<file path="src/verilog/qvf_cfg.svh">
`ifndef QVF_CFG_SVH
`define QVF_CFG_SVH
// ----------------------------------------------------------------------------
// Timing figures, each as printed, and the cycle counts derived at 50 MHz
// ----------------------------------------------------------------------------
`define QVF_CLK_MHZ           50
`define QVF_TIMEOUT_NS        6500
`define QVF_TIMEOUT_CYC       ((`QVF_TIMEOUT_NS * `QVF_CLK_MHZ) / 1000)
`define QVF_AUX_MS            90
`define QVF_AUX_CYC           (`QVF_AUX_MS * 1000 * `QVF_CLK_MHZ)
`define QVF_LL_MS             25
`define QVF_LL_CYC            (`QVF_LL_MS * 1000 * `QVF_CLK_MHZ)
`define QVF_RECOV_S           4
`define QVF_RECOV_CYC         (`QVF_RECOV_S * 1000 * 1000 * `QVF_CLK_MHZ)
`define QVF_LIMIT_BLANK_NS    300
`define QVF_LIMIT_BLANK_CYC   ((`QVF_LIMIT_BLANK_NS * `QVF_CLK_MHZ + 999) / 1000)
`define QVF_SHORT_BLANK_NS    100
`define QVF_SHORT_BLANK_CYC   ((`QVF_SHORT_BLANK_NS * `QVF_CLK_MHZ + 999) / 1000)
// ----------------------------------------------------------------------------
// Field values
// ----------------------------------------------------------------------------
`define QVF_OVERSHOOT_CYCLES  3'h4
`define QVF_VALLEY_LOW_LINE   4'h1
`define QVF_VALLEY_HIGH_LINE  4'h2
`define QVF_REF_250MV         1'b0
`define QVF_REF_200MV         1'b1
`endif

</file>
<file path="src/verilog/qvf_pkg.sv">
`default_nettype none
package qvf_pkg;
  typedef enum logic [3:0] {
    QVF_OFF     = 4'h1,
    QVF_RUN     = 4'h2,
    QVF_RECOVER = 4'h4,
    QVF_LATCHED = 4'h8
  } qvf_state_t;
  typedef logic [31:0] qvf_count_t;
endpackage : qvf_pkg
`default_nettype wire

</file>
<file path="src/verilog/qvf_timer_if.sv">
`timescale 1ns/10ps
`default_nettype none
interface qvf_timer_if;
  logic run;
  logic restart;
  logic [31:0] limit;
  logic done;
  modport owner (output run, output restart, output limit, input done);
  modport timer (input run, input restart, input limit, output done);
endinterface : qvf_timer_if
`default_nettype wire
</file>
<file path="src/verilog/qvf_controller.sv">
`timescale 1ns/10ps
`default_nettype none
`include "qvf_cfg.svh"
// Operation
// - Current reference is 250 or 200 mV by variant, lowered under foldback
// - Major fault enters latch-off or recovery and grounds comp, except UVLO
// - Comp grounded after reset and faults until restart; 80 uA boost until amplifier first sinks
// - Supply dip during failed start retries at turn-on, keeping comp level
// - Aux short timer restarts above 1 V; 90 ms flags fault, stops switching
// - Aux short: recovery variants wait 4 s, latching variants latch off
// - Each fall of valley sense below 55 mV is a valley event
// - Valley sense low for 6.5 us makes a substitute valley clock
// - Gate starts on valley 1 at low line, valley 2 at high line
// - Thermal foldback waits more valley clocks before the next gate pulse
// - Low line after 25 ms below threshold; high line at once above
// - Peak limit comparator ends the gate pulse once limit blanking has passed
// - Short blanking window much shorter than limit blanking window
// - Over 150 percent of limit in four consecutive periods is a short fault
// - Supply overvoltage stops pulses and auto-recovers on every variant
// - Shutdown pin above 2.5 V trips programmable overvoltage fault by variant
// - Latched fault clears only when supply drops below reset level
// - After recovery delay, resume once supply exceeds turn-on level
// - Gate pulse ends when current sense exceeds a quarter of control
module qvf_controller
  import qvf_pkg::*;
#(
  parameter int unsigned AUX_CYC   = `QVF_AUX_CYC,
  parameter int unsigned LL_CYC    = `QVF_LL_CYC,
  parameter int unsigned RECOV_CYC = `QVF_RECOV_CYC
)
(
  input  wire logic       clock_i,
  input  wire logic       rst_i,
  input  wire logic       variant_latching_i,
  input  wire logic       variant_low_ref_i,
  input  wire logic       valley_below_55mv_i,
  input  wire logic       valley_above_1v_i,
  input  wire logic       line_below_low_line_i,
  input  wire logic       line_above_high_line_i,
  input  wire logic       cs_above_peak_limit_i,
  input  wire logic       cs_above_150pct_i,
  input  wire logic       cs_above_setpoint_i,
  input  wire logic       supply_above_turn_on_i,
  input  wire logic       supply_below_turn_off_i,
  input  wire logic       supply_below_reset_i,
  input  wire logic       supply_overvoltage_i,
  input  wire logic       shutdown_above_2v5_i,
  input  wire logic       thermal_foldback_i,
  input  wire logic [3:0] foldback_valleys_i,
  input  wire logic       amp_sinking_i,
  output logic            gate_o,
  output logic            comp_ground_o,
  output logic            comp_boost_o,
  output logic            ref_low_o,
  output logic            ref_foldback_o,
  output logic            high_line_o,
  output logic            aux_short_fault_o,
  output logic            winding_diode_short_fault_o,
  output logic            programmable_overvoltage_fault_o,
  output logic            latched_o
);
  // --------------------------------------------------------------------------
  // Input synchronisers
  // --------------------------------------------------------------------------
  localparam int NSYNC = 16;
  logic [NSYNC-1:0] raw;
  logic [NSYNC-1:0] s1_q;
  logic [NSYNC-1:0] s2_q;
  assign raw = {valley_below_55mv_i, valley_above_1v_i, line_below_low_line_i,
                line_above_high_line_i, cs_above_peak_limit_i, cs_above_150pct_i,
                cs_above_setpoint_i, supply_above_turn_on_i, supply_below_turn_off_i,
                supply_below_reset_i, supply_overvoltage_i, shutdown_above_2v5_i,
                thermal_foldback_i, amp_sinking_i, variant_latching_i, variant_low_ref_i};
  genvar gi;
  generate
    for (gi = 0; gi < NSYNC; gi++)
    begin : g_sync
      always_ff @(posedge clock_i or posedge rst_i)
      begin
        if (rst_i)
        begin
          s1_q[gi] <= 1'b0;
          s2_q[gi] <= 1'b0;
        end
        else
        begin
          s1_q[gi] <= raw[gi];
          s2_q[gi] <= s1_q[gi];
        end
      end
    end
  endgenerate
  logic zlow, zhigh, llow, lhigh, ilim, i150, iset, von, voff, vrst, vovp, sdovp;
  logic tfold, sinking, latch_pin, ref_pin;
  assign {zlow, zhigh, llow, lhigh, ilim, i150, iset, von, voff, vrst, vovp, sdovp,
          tfold, sinking, latch_pin, ref_pin} = s2_q;

  // --------------------------------------------------------------------------
  // Timers
  // --------------------------------------------------------------------------
  qvf_timer_if t_zto ();
  qvf_timer_if t_aux ();
  qvf_timer_if t_ll ();
  qvf_timer_if t_rec ();
  qvf_timer_if t_lblank ();
  qvf_timer_if t_sblank ();
  qvf_timer u_zto  (.clock_i(clock_i), .rst_i(rst_i), .tmr(t_zto));
  qvf_timer u_aux  (.clock_i(clock_i), .rst_i(rst_i), .tmr(t_aux));
  qvf_timer u_ll   (.clock_i(clock_i), .rst_i(rst_i), .tmr(t_ll));
  qvf_timer u_rec  (.clock_i(clock_i), .rst_i(rst_i), .tmr(t_rec));
  qvf_timer u_lblank (.clock_i(clock_i), .rst_i(rst_i), .tmr(t_lblank));
  qvf_timer u_sblank (.clock_i(clock_i), .rst_i(rst_i), .tmr(t_sblank));

  // --------------------------------------------------------------------------
  // State registers
  // --------------------------------------------------------------------------
  qvf_state_t st_q, st_d;
  logic zlow_q, zlow_d, zto_q, zto_d, hl_q, hl_d, gate_q, gate_d;
  logic [3:0] vcnt_q, vcnt_d;
  logic [2:0] ovs_q, ovs_d;
  logic hit150_q, hit150_d, boost_q, boost_d, ground_q, ground_d;
  logic auxf_q, auxf_d, wodf_q, wodf_d, ovp2f_q, ovp2f_d, latchv_q, latchv_d;
  logic rlow_q, rlow_d, rfold_q, rfold_d, primed_q, primed_d, latched_q;
  logic valley_clk, need_vall, fault_any, fault_latchable;
  logic [3:0] target;

  assign t_zto.run      = zlow && !zto_q && !gate_q && st_q == QVF_RUN;
  assign t_zto.restart  = 1'b0;
  assign t_zto.limit    = `QVF_TIMEOUT_CYC;
  assign t_aux.run      = st_q == QVF_RUN;
  assign t_aux.restart  = zhigh;
  assign t_aux.limit    = AUX_CYC;
  assign t_ll.run       = llow;
  assign t_ll.restart   = 1'b0;
  assign t_ll.limit     = LL_CYC;
  assign t_rec.run      = st_q == QVF_RECOVER;
  assign t_rec.restart  = 1'b0;
  assign t_rec.limit    = RECOV_CYC;
  assign t_lblank.run     = gate_q;
  assign t_lblank.restart = 1'b0;
  assign t_lblank.limit   = `QVF_LIMIT_BLANK_CYC;
  assign t_sblank.run     = gate_q;
  assign t_sblank.restart = 1'b0;
  assign t_sblank.limit   = `QVF_SHORT_BLANK_CYC;

  // --------------------------------------------------------------------------
  // Valley clock and fault detection
  // --------------------------------------------------------------------------
  always_comb
  begin
    zlow_d     = zlow;
    // The time-out done level lasts two cycles; only its first one counts
    valley_clk = (zlow && !zlow_q) || (t_zto.done && !zto_q);
    // Re-armed by each gate pulse, so a stuck-low sense keeps switching only while target is 1
    zto_d      = zlow && !gate_q && (zto_q || t_zto.done);
    hl_d       = hl_q;
    if (lhigh)
      hl_d = 1'b1;
    else if (t_ll.done)
      hl_d = 1'b0;
    if (tfold && foldback_valleys_i > `QVF_VALLEY_HIGH_LINE)
      target = foldback_valleys_i;
    else if (hl_q)
      target = `QVF_VALLEY_HIGH_LINE;
    else
      target = `QVF_VALLEY_LOW_LINE;
    need_vall = valley_clk && (vcnt_q + 4'h1 >= target);
    auxf_d    = auxf_q || (t_aux.done && st_q == QVF_RUN);
    hit150_d  = gate_q && (hit150_q || (t_sblank.done && i150));
    ovs_d     = ovs_q;
    wodf_d    = wodf_q;
    if (gate_q && !gate_d_pre())
    begin
      ovs_d = (hit150_d) ? ovs_q + 3'h1 : 3'h0;
      if (hit150_d && ovs_q + 3'h1 >= `QVF_OVERSHOOT_CYCLES)
        wodf_d = 1'b1;
    end
    ovp2f_d         = ovp2f_q || (sdovp && st_q == QVF_RUN);
    // Faults and the overshoot run are forgotten on each fresh start from off
    if (st_q == QVF_OFF && von)
    begin
      ovs_d   = 3'h0;
      auxf_d  = 1'b0;
      wodf_d  = 1'b0;
      ovp2f_d = 1'b0;
    end
    fault_latchable = auxf_d || wodf_d || ovp2f_d;
    fault_any       = fault_latchable || vovp;
  end

  function automatic logic gate_d_pre();
    gate_d_pre = !((ilim && t_lblank.done) || iset);
  endfunction : gate_d_pre

  // --------------------------------------------------------------------------
  // Sequencer
  // --------------------------------------------------------------------------
  always_comb
  begin
    st_d     = st_q;
    gate_d   = 1'b0;
    vcnt_d   = vcnt_q;
    ground_d = ground_q;
    boost_d  = boost_q;
    latchv_d = latchv_q;
    primed_d = 1'b0;
    rlow_d   = rlow_q;
    rfold_d  = tfold;
    if (!primed_q)
    begin
      latchv_d = latch_pin;
      rlow_d   = ref_pin;
    end
    case (st_q)
      QVF_OFF:
      begin
        if (von)
        begin
          st_d    = QVF_RUN;
          boost_d = ground_q;
          ground_d = 1'b0;
          vcnt_d  = 4'h0;
        end
      end
      QVF_RUN:
      begin
        if (sinking)
          boost_d = 1'b0;
        if (gate_q)
          gate_d = gate_d_pre();
        else if (valley_clk)
          vcnt_d = need_vall ? 4'h0 : vcnt_q + 4'h1;
        if (need_vall && !gate_q)
          gate_d = 1'b1;
        if (fault_any)
        begin
          gate_d   = 1'b0;
          ground_d = 1'b1;
          boost_d  = 1'b0;
          if (latchv_q && fault_latchable)
            st_d = QVF_LATCHED;
          else
            st_d = QVF_RECOVER;
        end
        else if (voff)
        begin
          gate_d  = 1'b0;
          boost_d = 1'b0;
          st_d    = QVF_OFF;
        end
      end
      QVF_RECOVER:
      begin
        if (t_rec.done && von)
          st_d = QVF_OFF;
      end
      QVF_LATCHED:
      begin
        if (vrst)
          st_d = QVF_OFF;
      end
      default: st_d = QVF_OFF;
    endcase
    if (st_q != QVF_RUN && st_q != QVF_OFF)
      ground_d = 1'b1;
    // Straps lock on the first start, once the synchronisers have filled
    if (st_q == QVF_OFF && st_d == QVF_RUN)
      primed_d = 1'b1;
    else
      primed_d = primed_q;
  end

  always_ff @(posedge clock_i or posedge rst_i)
  begin
    if (rst_i)
    begin
      st_q     <= QVF_OFF;
      zlow_q   <= 1'b0;
      zto_q    <= 1'b0;
      hl_q     <= 1'b0;
      gate_q   <= 1'b0;
      vcnt_q   <= 4'h0;
      ovs_q    <= 3'h0;
      hit150_q <= 1'b0;
      boost_q  <= 1'b0;
      ground_q <= 1'b1;
      auxf_q   <= 1'b0;
      wodf_q   <= 1'b0;
      ovp2f_q  <= 1'b0;
      latchv_q <= 1'b0;
      rlow_q   <= 1'b0;
      rfold_q  <= 1'b0;
      primed_q <= 1'b0;
      latched_q <= 1'b0;
    end
    else
    begin
      st_q     <= st_d;
      zlow_q   <= zlow_d;
      zto_q    <= zto_d;
      hl_q     <= hl_d;
      gate_q   <= gate_d;
      vcnt_q   <= vcnt_d;
      ovs_q    <= ovs_d;
      hit150_q <= hit150_d;
      boost_q  <= boost_d;
      ground_q <= ground_d;
      auxf_q   <= auxf_d;
      wodf_q   <= wodf_d;
      ovp2f_q  <= ovp2f_d;
      latchv_q <= latchv_d;
      rlow_q   <= rlow_d;
      rfold_q  <= rfold_d;
      primed_q <= primed_d;
      latched_q <= st_d == QVF_LATCHED;
    end
  end

  assign gate_o                           = gate_q;
  assign comp_ground_o                    = ground_q;
  assign comp_boost_o                     = boost_q;
  assign ref_low_o                        = rlow_q;
  assign ref_foldback_o                   = rfold_q;
  assign high_line_o                      = hl_q;
  assign aux_short_fault_o                = auxf_q;
  assign winding_diode_short_fault_o      = wodf_q;
  assign programmable_overvoltage_fault_o = ovp2f_q;
  assign latched_o                        = latched_q;
endmodule : qvf_controller
`default_nettype wire

</file>
<file path="src/verilog/qvf_timer.sv">
`timescale 1ns/10ps
`default_nettype none
// Counts while run is high; done is a level once limit cycles have passed
module qvf_timer
  import qvf_pkg::*;
(
  input  wire logic    clock_i,
  input  wire logic    rst_i,
  qvf_timer_if.timer   tmr
);
  qvf_count_t cnt_q;
  qvf_count_t cnt_d;
  logic       done_q;
  logic       done_d;

  always_comb
  begin
    cnt_d  = cnt_q;
    done_d = done_q;
    if (tmr.restart || !tmr.run)
    begin
      cnt_d  = 32'h0;
      done_d = 1'b0;
    end
    else if (cnt_q >= tmr.limit - 32'h1)
      done_d = 1'b1;
    else
      cnt_d = cnt_q + 32'h1;
  end

  always_ff @(posedge clock_i or posedge rst_i)
  begin
    if (rst_i)
    begin
      cnt_q  <= 32'h0;
      done_q <= 1'b0;
    end
    else
    begin
      cnt_q  <= cnt_d;
      done_q <= done_d;
    end
  end

  assign tmr.done = done_q;
endmodule : qvf_timer
`default_nettype wire

</file>
<file path="config.mk">
export PLATFORM = sky130hd
export DESIGN_NAME = qvf_controller
export DESIGN_NICKNAME = d
export VERILOG_FILES = /design/src/verilog/qvf_pkg.sv /design/src/verilog/qvf_timer_if.sv /design/src/verilog/qvf_controller.sv /design/src/verilog/qvf_timer.sv
export VERILOG_INCLUDE_DIRS = /design/src /design/src/verilog
export SDC_FILE = /design/constraint.sdc
export NUM_CORES = 1
export LEC_CHECK = 0
export ABC_AREA = 1
export BUFFER_PORTS_ARGS = -buffer_cell sky130_fd_sc_hd__clkbuf_2
export CAP_MARGIN = 10
export CORE_ASPECT_RATIO = 0.5
export CORE_MARGIN = 5
export CORE_UTILIZATION = 30
export CTS_BUF_LIST = sky130_fd_sc_hd__clkbuf_2
export DETAILED_ROUTE_END_ITERATION = 6
export PLACE_DENSITY = 0.54
export RECOVER_POWER = 50
export SLEW_MARGIN = 40
export SYNTH_ARGS = -nofsm -noshare
export SYNTH_HDL_FRONTEND = slang
export SYNTH_SLANG_ARGS = --single-unit
</file>
<file path="constraint.sdc">
create_clock -name clock_i -period 8.6 [get_ports clock_i]
set_input_delay 0.86 -clock clock_i [delete_from_list [all_inputs] [get_ports clock_i]]
set_output_delay 0.86 -clock clock_i [all_outputs]
set_load 0.01 [all_outputs]
</file>
==> results of run 1 <==
## layout by cell type, fill, tap and decap left out, types with 3 or more instances in the layout
| master | synthesis | final |
|---|---|---|
| inv_2 | 4 | 4 |
| nand3_1 | 124 | 125 |
| clkbuf_1 | 11 | 5 |
| nand4_1 | 39 | 39 |
| nand2_1 | 380 | 380 |
| nor3b_1 | 3 | 3 |
| o21ai_1 | 5 | 5 |
| clkinv_1 | 2 | 12 |
| dlygate4sd3_1 | 0 | 17 |
| nor2_1 | 238 | 239 |
| clkbuf_2 | 0 | 109 |
| inv_1 | 199 | 198 |
| xor2_1 | 47 | 47 |
| o22ai_1 | 3 | 3 |
| o21bai_1 | 3 | 3 |
| dfrtp_1 | 254 | 253 |
| nor3_1 | 24 | 24 |
| xnor2_1 | 17 | 17 |
| nor2_2 | 5 | 4 |
| ha_1 | 15 | 15 |
| nand3b_1 | 3 | 3 |
| nand2_2 | 8 | 8 |
| nor4_1 | 4 | 4 |
| o21ai_0 | 30 | 30 |
| or2_1 | 3 | 3 |
| a21oi_1 | 15 | 15 |
## per-stage QoR
stage | cells | hold slack (ps) | utilization (%) | total power, mW | setup slack (ps)
final | 2124 | 354 | 34.0 | 2.22 | 4030
after global routing | 2124 | 366 | 34.0 | 2.38 | 3170
after CTS | 2123 | 356 | 34.1 | 2.28 | 5550
after detailed placement | 2011 | 335 | 32.5 | 1.51 | 6000
after global placement | 2011 | 332 | 32.4 | 1.51 | 5930
after floorplan | 1480 | 331 | - | 1.44 | 702
## sequential cells by signal, indices dropped and copies added (netlist names), 16 cells and up
| register | cells |
|---|---|
| u_lblank.cnt_q | 32 |
| u_rec.cnt_q | 32 |
| s1_q | 16 |
| u_sblank.cnt_q | 32 |
| u_zto.cnt_q | 32 |
| u_aux.cnt_q | 32 |
| u_ll.cnt_q | 32 |
## area by class of cell
| type | count | share of cell area (%) |
|---|---|---|
| multi-input combinational | 983 | 34.9 |
| sequential | 256 | 48.0 |
| clock buffer | 81 | 3.03 |
| tap | 530 | 4.96 |
| inverter | 205 | 5.77 |
| antenna | 1 | 0.0187 |
| timing repair buffer | 54 | 2.74 |
| clock inverter | 14 | 0.552 |
## per-layer routing
| metal | vias up | share of wire (%) | routed length [µm] |
|---|---|---|---|
| met3 | 43 | 4.0 | 975 |
| li1 | 4778 | - | - |
| met1 | 4213 | 49 | 11900 |
| met4 | 0 | 2.4 | 585 |
| met5 | - | 0 | 0 |
| met2 | 114 | 45 | 11100 |
## worst paths after layout
| kind | start | to | slack, ps | depth (start not counted) |
|---|---|---|---|---|
| worst max-delay path | gate_o | gate_o | 4030 | 2 |
| worst min-delay path | s1_q[15] | zlow | 350 | 0 |
| worst max register to register | gate_o | u_zto.cnt_q[1] | 4120 | 6 |
| worst min register to register | s1_q[15] | zlow | 350 | 0 |
| max in group asynchronous | rst_i | gate_o | 4070 | 3 |
| min in group asynchronous | rst_i | u_ll.cnt_q[7] | 2020 | 3 |
## cell families (layout without fill, tap and decap cells)
family / Yosys count / in the layout / share of synthesized area (%)
AO/OA/AOI/OAI: 62 / 62 / 2.84
AND/OR/NAND/NOR: 841 / 841 / 29.7
flip-flops: 256 / 256 / 53.3
buffers and inverters: 241 / 354 / 7.83
other: 0 / 1 / 0
multiplexers: 1 / 1 / 0.0833
XOR/XNOR: 64 / 64 / 4.66
adder cells (fa/ha/maj): 15 / 15 / 1.56
## power by group
part / internal (mW) / leakage [nW] / switching, mW / total, mW
combinational: 0.0637 / 2.99 / 0.161 / 0.224
clock: 0.259 / 0.372 / 0.478 / 0.737
sequential: 1.24 / 3.47 / 0.0219 / 1.26
## repair_timing
item | 4_1_cts | 5_1_grt
setup buffers | 0 | 0
hold buffers | 17 | 0
hold endpoints to repair | 17 | 0
## worst max-delay path, delay by kind of cell (launching register included)
| family | cells | cell delay [ps] |
|---|---|---|
| buf+inv | 2 | 2440 |
| flops | 1 | 360 |
==> flow_metrics.py, run 1 <==
metrics = {
    "job": {
        "timing.max_cap.violations": 3,
    },
    "sta": {
        "clock.fmax_mhz": 219,
        "relSlewSlack_pct": -236,
        "fin_crit_ps": 4570,
        "setup_tns_ps": 0,
        "hold_violations": 0,
        "setup-violations-final": 0,
        "worst_pin_slew_ps": 5020,
        "grt_setup_unrepaired": "false",
        "finalMaxSlewViolations": 224,
        "timing.final.crit_share_pct": 53.1,
        "clock_skew_ps": 52.5,
    },
    "clock_tree": {
        "path_clk_slew_ps": 120,
        "htree_levels": 2,
        "cts_buffer_depth": 3,
        "clock_latency_ps": 910,
        "numCtsBuffers": 60,
        "cts_tree": "yes",
        "cts_sinks": 256,
        "root_buffer": "clkbuf_2",
        "cts_resized": 0,
    },
    "worst_setup_path": {
        "setup.worst_path.end_class": "output pin",
        "crit_chain": "clkbuf_1 -> clkbuf_2",
        "cp.required_ps": 7740,
        "max_stage_delay_ps": 2020,
        "start_kind": "register",
        "worst-path-max-fanout": 69,
        "worstPathArrival_ps": 3710,
        "crit_type": "reg -> out",
        "cp_slowest_cell": "clkbuf_1",
    },
    "logic_synthesis": {
        "seq_area_frac_synth_pct": 53.3,
        "synth_edf_count": 0,
        "synth_area_leader_cell": "dfrtp_1",
        "synth_area_per_cell_um2": 8.12,
        "netlist_area_mm2": 0.0120,
        "yosys_warnings": 0,
        "synthArstFlopShare_pct": 100,
        "ys_top_cells_by_count": "380 x nand2_1, 254 x dfrtp_1, 238 x nor2_1, 199 x inv_1, 124 x nand3_1",
        "synthesis.nets": 1517,
        "synth_top_cell_area_share_pct": 52.9,
        "synth_cell_types": 43,
        "synth_cells": 1480,
        "yosysMostFrequentCell": "nand2_1",
        "synth_flop_cell": "dfrtp_1",
        "yosys_register_bits": 256,
        "synthTopCellsByArea": "dfrtp_1 53%, nand2_1 12%, nor2_1 7.4%",
    },
    "die": {
        "dieWidth_um": 293,
        "die_y_um": 152,
        "rows": 51,
        "ios": 32,
        "start_util_pct": 30.6,
        "core_mm2": 0.0392,
        "dieArea_mm2": 0.0444,
    },
    "layout": {
        "regArea_mm2": 0.00641,
        "multi_input_comb_area_mm2": 0.00467,
        "layout-drive-gt1-share_pct": 9.04,
        "area_growth_syn_to_layout_pct": 11.2,
        "final_area_mm2": 0.0134,
        "fill_cells": 4243,
        "fin_nets": 1597,
    },
    "global_routing": {
        "track_usage_pct": 11.5,
        "grt_pass1_vias": 9283,
        "grt_overflow": 0,
        "grt_use_met1_pct": 15.0,
        "grt_pass1_wl_um": 43600,
        "top_usage_layer": "met2",
        "met2_usage_pct": 19.0,
        "grt_max_degree": 115,
        "antenna_found_initial": 1,
        "use_met3_pct": 2.74,
    },
    "drt": {
        "vias_per_cell": 4.31,
        "firstDrtPassIters": 5,
        "wirelength_um": 24600,
        "wl_per_cell_um": 11.6,
        "drtIter0Drc": 587,
        "vias": 9148,
        "ant_nets": 0,
        "drc": 0,
    },
    "placement": {
        "dpl_cell_area_mm2": 0.0127,
        "port_buffers": 31,
        "dp_hpwl_um": 15900,
        "gp_congestion": 0.835,
    },
    "status": {
        "status": "complete, but fails checks",
        "violations": "max-capacitance violations, max-slew violations",
    },
    "power_and_ir_drop": {
        "power_leakage_nw": 6.84,
        "power_density_mw_per_mm2": 166,
        "peakVddDrop_mv": 0.0514,
    },
    "min_path": {
        "holdCritPathClass": "reg -> reg",
    },
}
Power figures use the tool's default switching activity.
==> run 2: changes to the inputs <==
==> constraint.sdc (replaced) <==
create_clock -name clock_i -period 4.41 [get_ports clock_i]
set_input_delay 0.441 -clock clock_i [delete_from_list [all_inputs] [get_ports clock_i]]
set_output_delay 0.441 -clock clock_i [all_outputs]
set_load 0.01 [all_outputs]
==> run 2 against run 1 <==
- the run now ends clean
- sequential share of layout area is 0.69 points lower
- count of clock-buffer cells in the layout is 8 higher
- hold slack lost 170 ps
- combinational power is 93% higher
- design area up 1.5%
- sequential power increased by 95%
- register-to-register slack got worse by 2200 ps
- sequential cell count stayed put
- global-route usage about the same
- critical path type unchanged
- critical endpoint unchanged
- largest cell class unchanged
- highest routed layer unchanged
==> flow_metrics.py, run 2 (synthesis gave the netlist of run 1 again) <==
metrics = {
    "clock_tree": {
        "cts_sinks": 256,
        "clock_latency_ps": 900,
        "cts_tree": "yes",
        "postCtsSetupBuffers": 0,
        "postCtsHoldBufs": 17,
        "cts_resized": 0,
        "cts_buffer_depth": 3,
        "htree_levels": 3,
        "root_buffer": "clkbuf_2",
        "path_clk_slew_ps": 110,
        "numCtsBuffers": 66,
    },
    "drt": {
        "vias_per_cell": 4.31,
        "drc": 0,
        "wl_per_cell_um": 11.6,
        "ant_nets": 0,
        "firstDrtPassIters": 7,
        "vias": 9206,
        "wirelength_um": 24700,
        "drtIter0Drc": 479,
    },
    "worst_setup_path": {
        "ff2ff_path_depth": 7,
        "setup.worst_path.end_class": "output pin",
        "r2r_start": "st_q[3]",
        "worst-path-max-fanout": 68,
        "cp.required_ps": 3970,
        "r2r-end": "u_aux.cnt_q[2]",
        "start_kind": "register",
        "worstPathArrival_ps": 2070,
        "crit_type": "reg -> out",
        "rrSetupSlack_ps": 1950,
    },
    "status": {
        "status": "complete, no violations",
    },
    "sta": {
        "fin_ws_ps": 1900,
        "fin_crit_ps": 2510,
        "clock.fmax_mhz": 398,
        "grt_setup_unrepaired": "false",
        "finalMaxSlewViolations": 0,
        "hold_violations": 0,
        "timing.final.crit_share_pct": 56.9,
        "setup-violations-final": 0,
        "relSlewSlack_pct": 34.5,
        "clock_skew_ps": 51.5,
        "worst_pin_slew_ps": 977,
        "hold_slack_ps": 186,
        "setup_tns_ps": 0,
    },
    "power_and_ir_drop": {
        "combPwrFrac_pct": 9.3,
        "pwr-share-clk_pct": 37.8,
        "power_density_mw_per_mm2": 343,
        "peakVddDrop_mv": 0.141,
        "p_sw_mw": 1.33,
        "totalPowerFinal_mw": 4.65,
        "switching_share_pct": 28.7,
        "power_leakage_nw": 6.95,
        "pwr-share-seq_pct": 52.9,
        "p_int_mw": 3.32,
    },
    "placement": {
        "port_buffers": 31,
        "gp_congestion": 0.844,
        "post-place-ws_ps": 1990,
        "dp_hpwl_um": 16200,
    },
    "job": {
        "timing.max_cap.violations": 0,
    },
    "die": {
        "dieArea_mm2": 0.0444,
        "die_y_um": 152,
        "core_mm2": 0.0392,
        "dieWidth_um": 293,
        "ios": 32,
        "start_util_pct": 30.6,
        "rows": 51,
    },
    "layout": {
        "multi_input_comb_area_mm2": 0.00468,
        "regArea_mm2": 0.00641,
        "area_growth_syn_to_layout_pct": 12.8,
        "layout-drive-gt1-share_pct": 10.2,
        "fill_cells": 4178,
        "fin_nets": 1604,
        "mostFrequentLayoutCells": "380 x nand2_1, 253 x dfrtp_1, 238 x nor2_1",
        "final_common_cell": "nand2_1",
    },
    "min_path": {
        "holdCritPathClass": "in -> reg",
        "min_to": "s1_q[0]",
        "holdPathStages": 2,
        "hp-start": "variant_low_ref_i",
    },
    "global_routing": {
        "grt_overflow": 0,
        "grt_pass1_wl_um": 43100,
        "grt_pass1_vias": 8891,
        "grt_max_degree": 127,
        "track_usage_pct": 11.6,
        "antenna_found_initial": 1,
    },
}
## run 2: stage by stage
stage | instances | utilization [%] | cell area [µm²]
after detailed placement | 2012 | 32.6 | 12800
after global routing | 2138 | 34.5 | 13600
final | 2138 | 34.5 | 13600
after global placement | 2011 | 32.5 | 12700
after CTS | 2137 | 34.6 | 13600
after floorplan | 1480 | - | 12000
## run 2: layer usage
metal,vias to the layer above,global-route usage (%),routed length [µm]
met5,-,0,0
met1,4251,16.2,12500
met2,109,17.3,10900
met4,0,3.52,452
li1,4804,-,-
met3,42,3.48,938
## run 2: how the worst max path moves through the flow
stage | from | to | cells past startpoint
finish | gate_o | gate_o | 2
global route | gate_o | gate_o | 2
CTS | gate_o | gate_o | 2
detailed placement | st_q[3] | u_aux.cnt_q[2] | 7
global placement | st_q[3] | u_aux.cnt_q[2] | 7
floorplan | rst_i | aux_short_fault_o | 1
## run 2: area by class of cell
cell class                      count  share of cell area, %
Clock buffer                       89                   3.29
Clock inverter                     19                   1.39
Sequential cell                   256                   47.3
Antenna cell                        1                 0.0185
Timing Repair Buffer               55                   2.94
Tap cell                          530                   4.89
Inverter                          205                   5.69
Multi-Input combinational cell    983                   34.5
## run 2: worst max-delay path, stage by stage, from the launching register on
cell      delay [ps]
dfrtp_2          370
buf_4            540
clkbuf_2         250
## run 2: power groups by stage
stage	Combinational, mW	Sequential, mW	Clock, mW
floorplan	0.300	2.50	0
global placement	0.427	2.51	0
detailed placement	0.435	2.51	0
CTS	0.448	2.47	1.86
global route	0.507	2.47	1.98
finish	0.433	2.46	1.76
==> run 3: changes to the inputs <==
--- a/config.mk
+++ b/config.mk
@@ -14,7 +14,7 @@
 export CORE_UTILIZATION = 30
 export CTS_BUF_LIST = sky130_fd_sc_hd__clkbuf_2
 export DETAILED_ROUTE_END_ITERATION = 6
-export PLACE_DENSITY = 0.54
+export PLACE_DENSITY = 0.56
 export RECOVER_POWER = 50
 export SLEW_MARGIN = 40
 export SYNTH_ARGS = -nofsm -noshare
==> constraint.sdc (replaced) <==
create_clock -name clock_i -period 2.29 [get_ports clock_i]
set_input_delay 0.229 -clock clock_i [delete_from_list [all_inputs] [get_ports clock_i]]
set_output_delay 0.229 -clock clock_i [all_outputs]
set_load 0.01 [all_outputs]
==> run 3 against run 2 <==
- sequential share of layout area down 0.87 points
- count of clock-buffer cells in the layout up 5
- core utilization up 0.65 points
- global-route usage shrank 0.40 points
- clock skew decreased by 2.9 ps
- clock power grew 73%
- critical endpoint unchanged
- wire length decreased by 3.4%
- highest routed layer unchanged
- die area unchanged
==> flow_metrics.py, run 3 (synthesis gave the netlist of run 1 again) <==
metrics = {
    "layout": {
        "multi_input_comb_area_mm2": 0.00468,
        "fill_cells": 4156,
        "fin_nets": 1632,
        "final_area_mm2": 0.0138,
        "instances_no_fill": 2177,
        "regArea_mm2": 0.00641,
        "area_growth_syn_to_layout_pct": 14.9,
        "final_common_cell": "nand2_1",
        "layout-drive-gt1-share_pct": 10.8,
        "mostFrequentLayoutCells": "380 x nand2_1, 253 x dfrtp_1, 238 x nor2_1",
        "post-route-util_pct": 35.2,
    },
    "global_routing": {
        "top_usage_layer": "met2",
        "track_usage_pct": 11.2,
        "grt_pass1_wl_um": 42700,
        "grt_max_degree": 154,
        "met2_usage_pct": 18.6,
        "antenna_found_initial": 1,
        "grt_pass1_vias": 9265,
        "use_met3_pct": 2.52,
        "grt_use_met1_pct": 14.6,
        "grt_overflow": 0,
    },
    "placement": {
        "post-place-ws_ps": 273,
        "port_buffers": 31,
        "dp_hpwl_um": 15800,
        "gp_congestion": 0.874,
        "placed_cells": 2026,
        "dpl_cell_area_mm2": 0.0129,
    },
    "die": {
        "start_util_pct": 30.6,
        "dieWidth_um": 293,
        "rows": 51,
        "dieArea_mm2": 0.0444,
        "core_mm2": 0.0392,
        "die_y_um": 152,
        "ios": 32,
    },
    "drt": {
        "wl_per_cell_um": 11.0,
        "ant_nets": 0,
        "wirelength_um": 23900,
        "drc": 0,
        "firstDrtPassIters": 5,
        "drtIter0Drc": 450,
        "vias_per_cell": 4.31,
        "vias": 9373,
    },
    "clock_tree": {
        "cts_sinks": 256,
        "numCtsBuffers": 61,
        "postCtsSetupBuffers": 0,
        "root_buffer": "clkbuf_2",
        "cts_buffer_depth": 3,
        "path_clk_slew_ps": 110,
        "htree_levels": 2,
        "cts_tree": "yes",
        "clock_latency_ps": 890,
    },
    "power_and_ir_drop": {
        "peakVddDrop_mv": 0.288,
        "combPwrFrac_pct": 10.0,
        "p_sw_mw": 2.51,
        "pwr-share-seq_pct": 54.9,
        "totalPowerFinal_mw": 8.65,
        "switching_share_pct": 29.1,
        "power_leakage_nw": 7.08,
        "p_int_mw": 6.14,
        "pwr-share-clk_pct": 35.1,
        "power_density_mw_per_mm2": 627,
    },
    "worst_setup_path": {
        "crit_type": "reg -> out",
        "cp.required_ps": 2060,
        "setup.worst_path.end_class": "output pin",
        "start_kind": "register",
        "worstPathArrival_ps": 1830,
        "worst-path-max-fanout": 65,
    },
    "status": {
        "status": "complete, no violations",
    },
    "min_path": {
        "holdCritPathClass": "in -> reg",
    },
    "sta": {
        "clock.fmax_mhz": 487,
        "setup-violations-final": 0,
        "finalMaxSlewViolations": 0,
        "fin_crit_ps": 2060,
        "hold_violations": 0,
        "setup_tns_ps": 0,
        "hold_slack_ps": 111,
        "fin_ws_ps": 235,
        "timing.final.crit_share_pct": 89.8,
        "clock_skew_ps": 48.6,
        "grt_setup_unrepaired": "false",
        "relSlewSlack_pct": 33.1,
        "worst_pin_slew_ps": 1000,
    },
    "job": {
        "timing.max_cap.violations": 0,
    },
}
## run 3: critical path, cell delays in order (launching register included)
cell and delay (ps):
dfrtp_2 460, buf_12 280, clkbuf_2 190
## run 3: metal layers
metal	part of all wire, %	wire length [µm]
met4	1.3	313
met3	4.1	989
met1	48	11500
met2	46	11100
met5	0	0
## run 3: final cells by class
class,count,share of cell area [%]
inverter,205,5.58
sequential,256,46.4
clock inverter,20,0.770
clock buffer,94,3.41
multi-input combinational,983,33.9
timing repair buffer,88,5.14
tap,530,4.80
antenna,1,0.0181
## run 3: power by group through the flow
stage	clock, mW	sequential (mW)	combinational (mW)
3_3_place_gp	0	4.84	0.841
2_1_floorplan	0	4.82	0.577
4_1_cts	3.23	4.75	0.891
5_1_grt	3.50	4.77	1.02
6_report	3.04	4.75	0.869
3_5_place_dp	0	4.84	0.843
## run 3: repair_timing
item / in CTS / in global routing
endpoints found under the hold margin: 273 / 0
hold buffers: 35 / 0
resized for setup: 2 / 1
gates cloned: 0 / 0
endpoints found under the setup margin: 1 / 1
## run 3: worst paths after layout
kind,from,to,slack (ps),cells after the start
max,gate_o,gate_o,230,2
max in group asynchronous,rst_i,s1_q[14],730,5
min,foldback_valleys_i[2],vcnt_q[2],110,8
min in group asynchronous,rst_i,u_sblank.cnt_q[0],570,5
max reg2reg,u_ll.cnt_q[0],u_ll.cnt_q[15],250,10
min reg2reg,s1_q[6],vrst,340,0
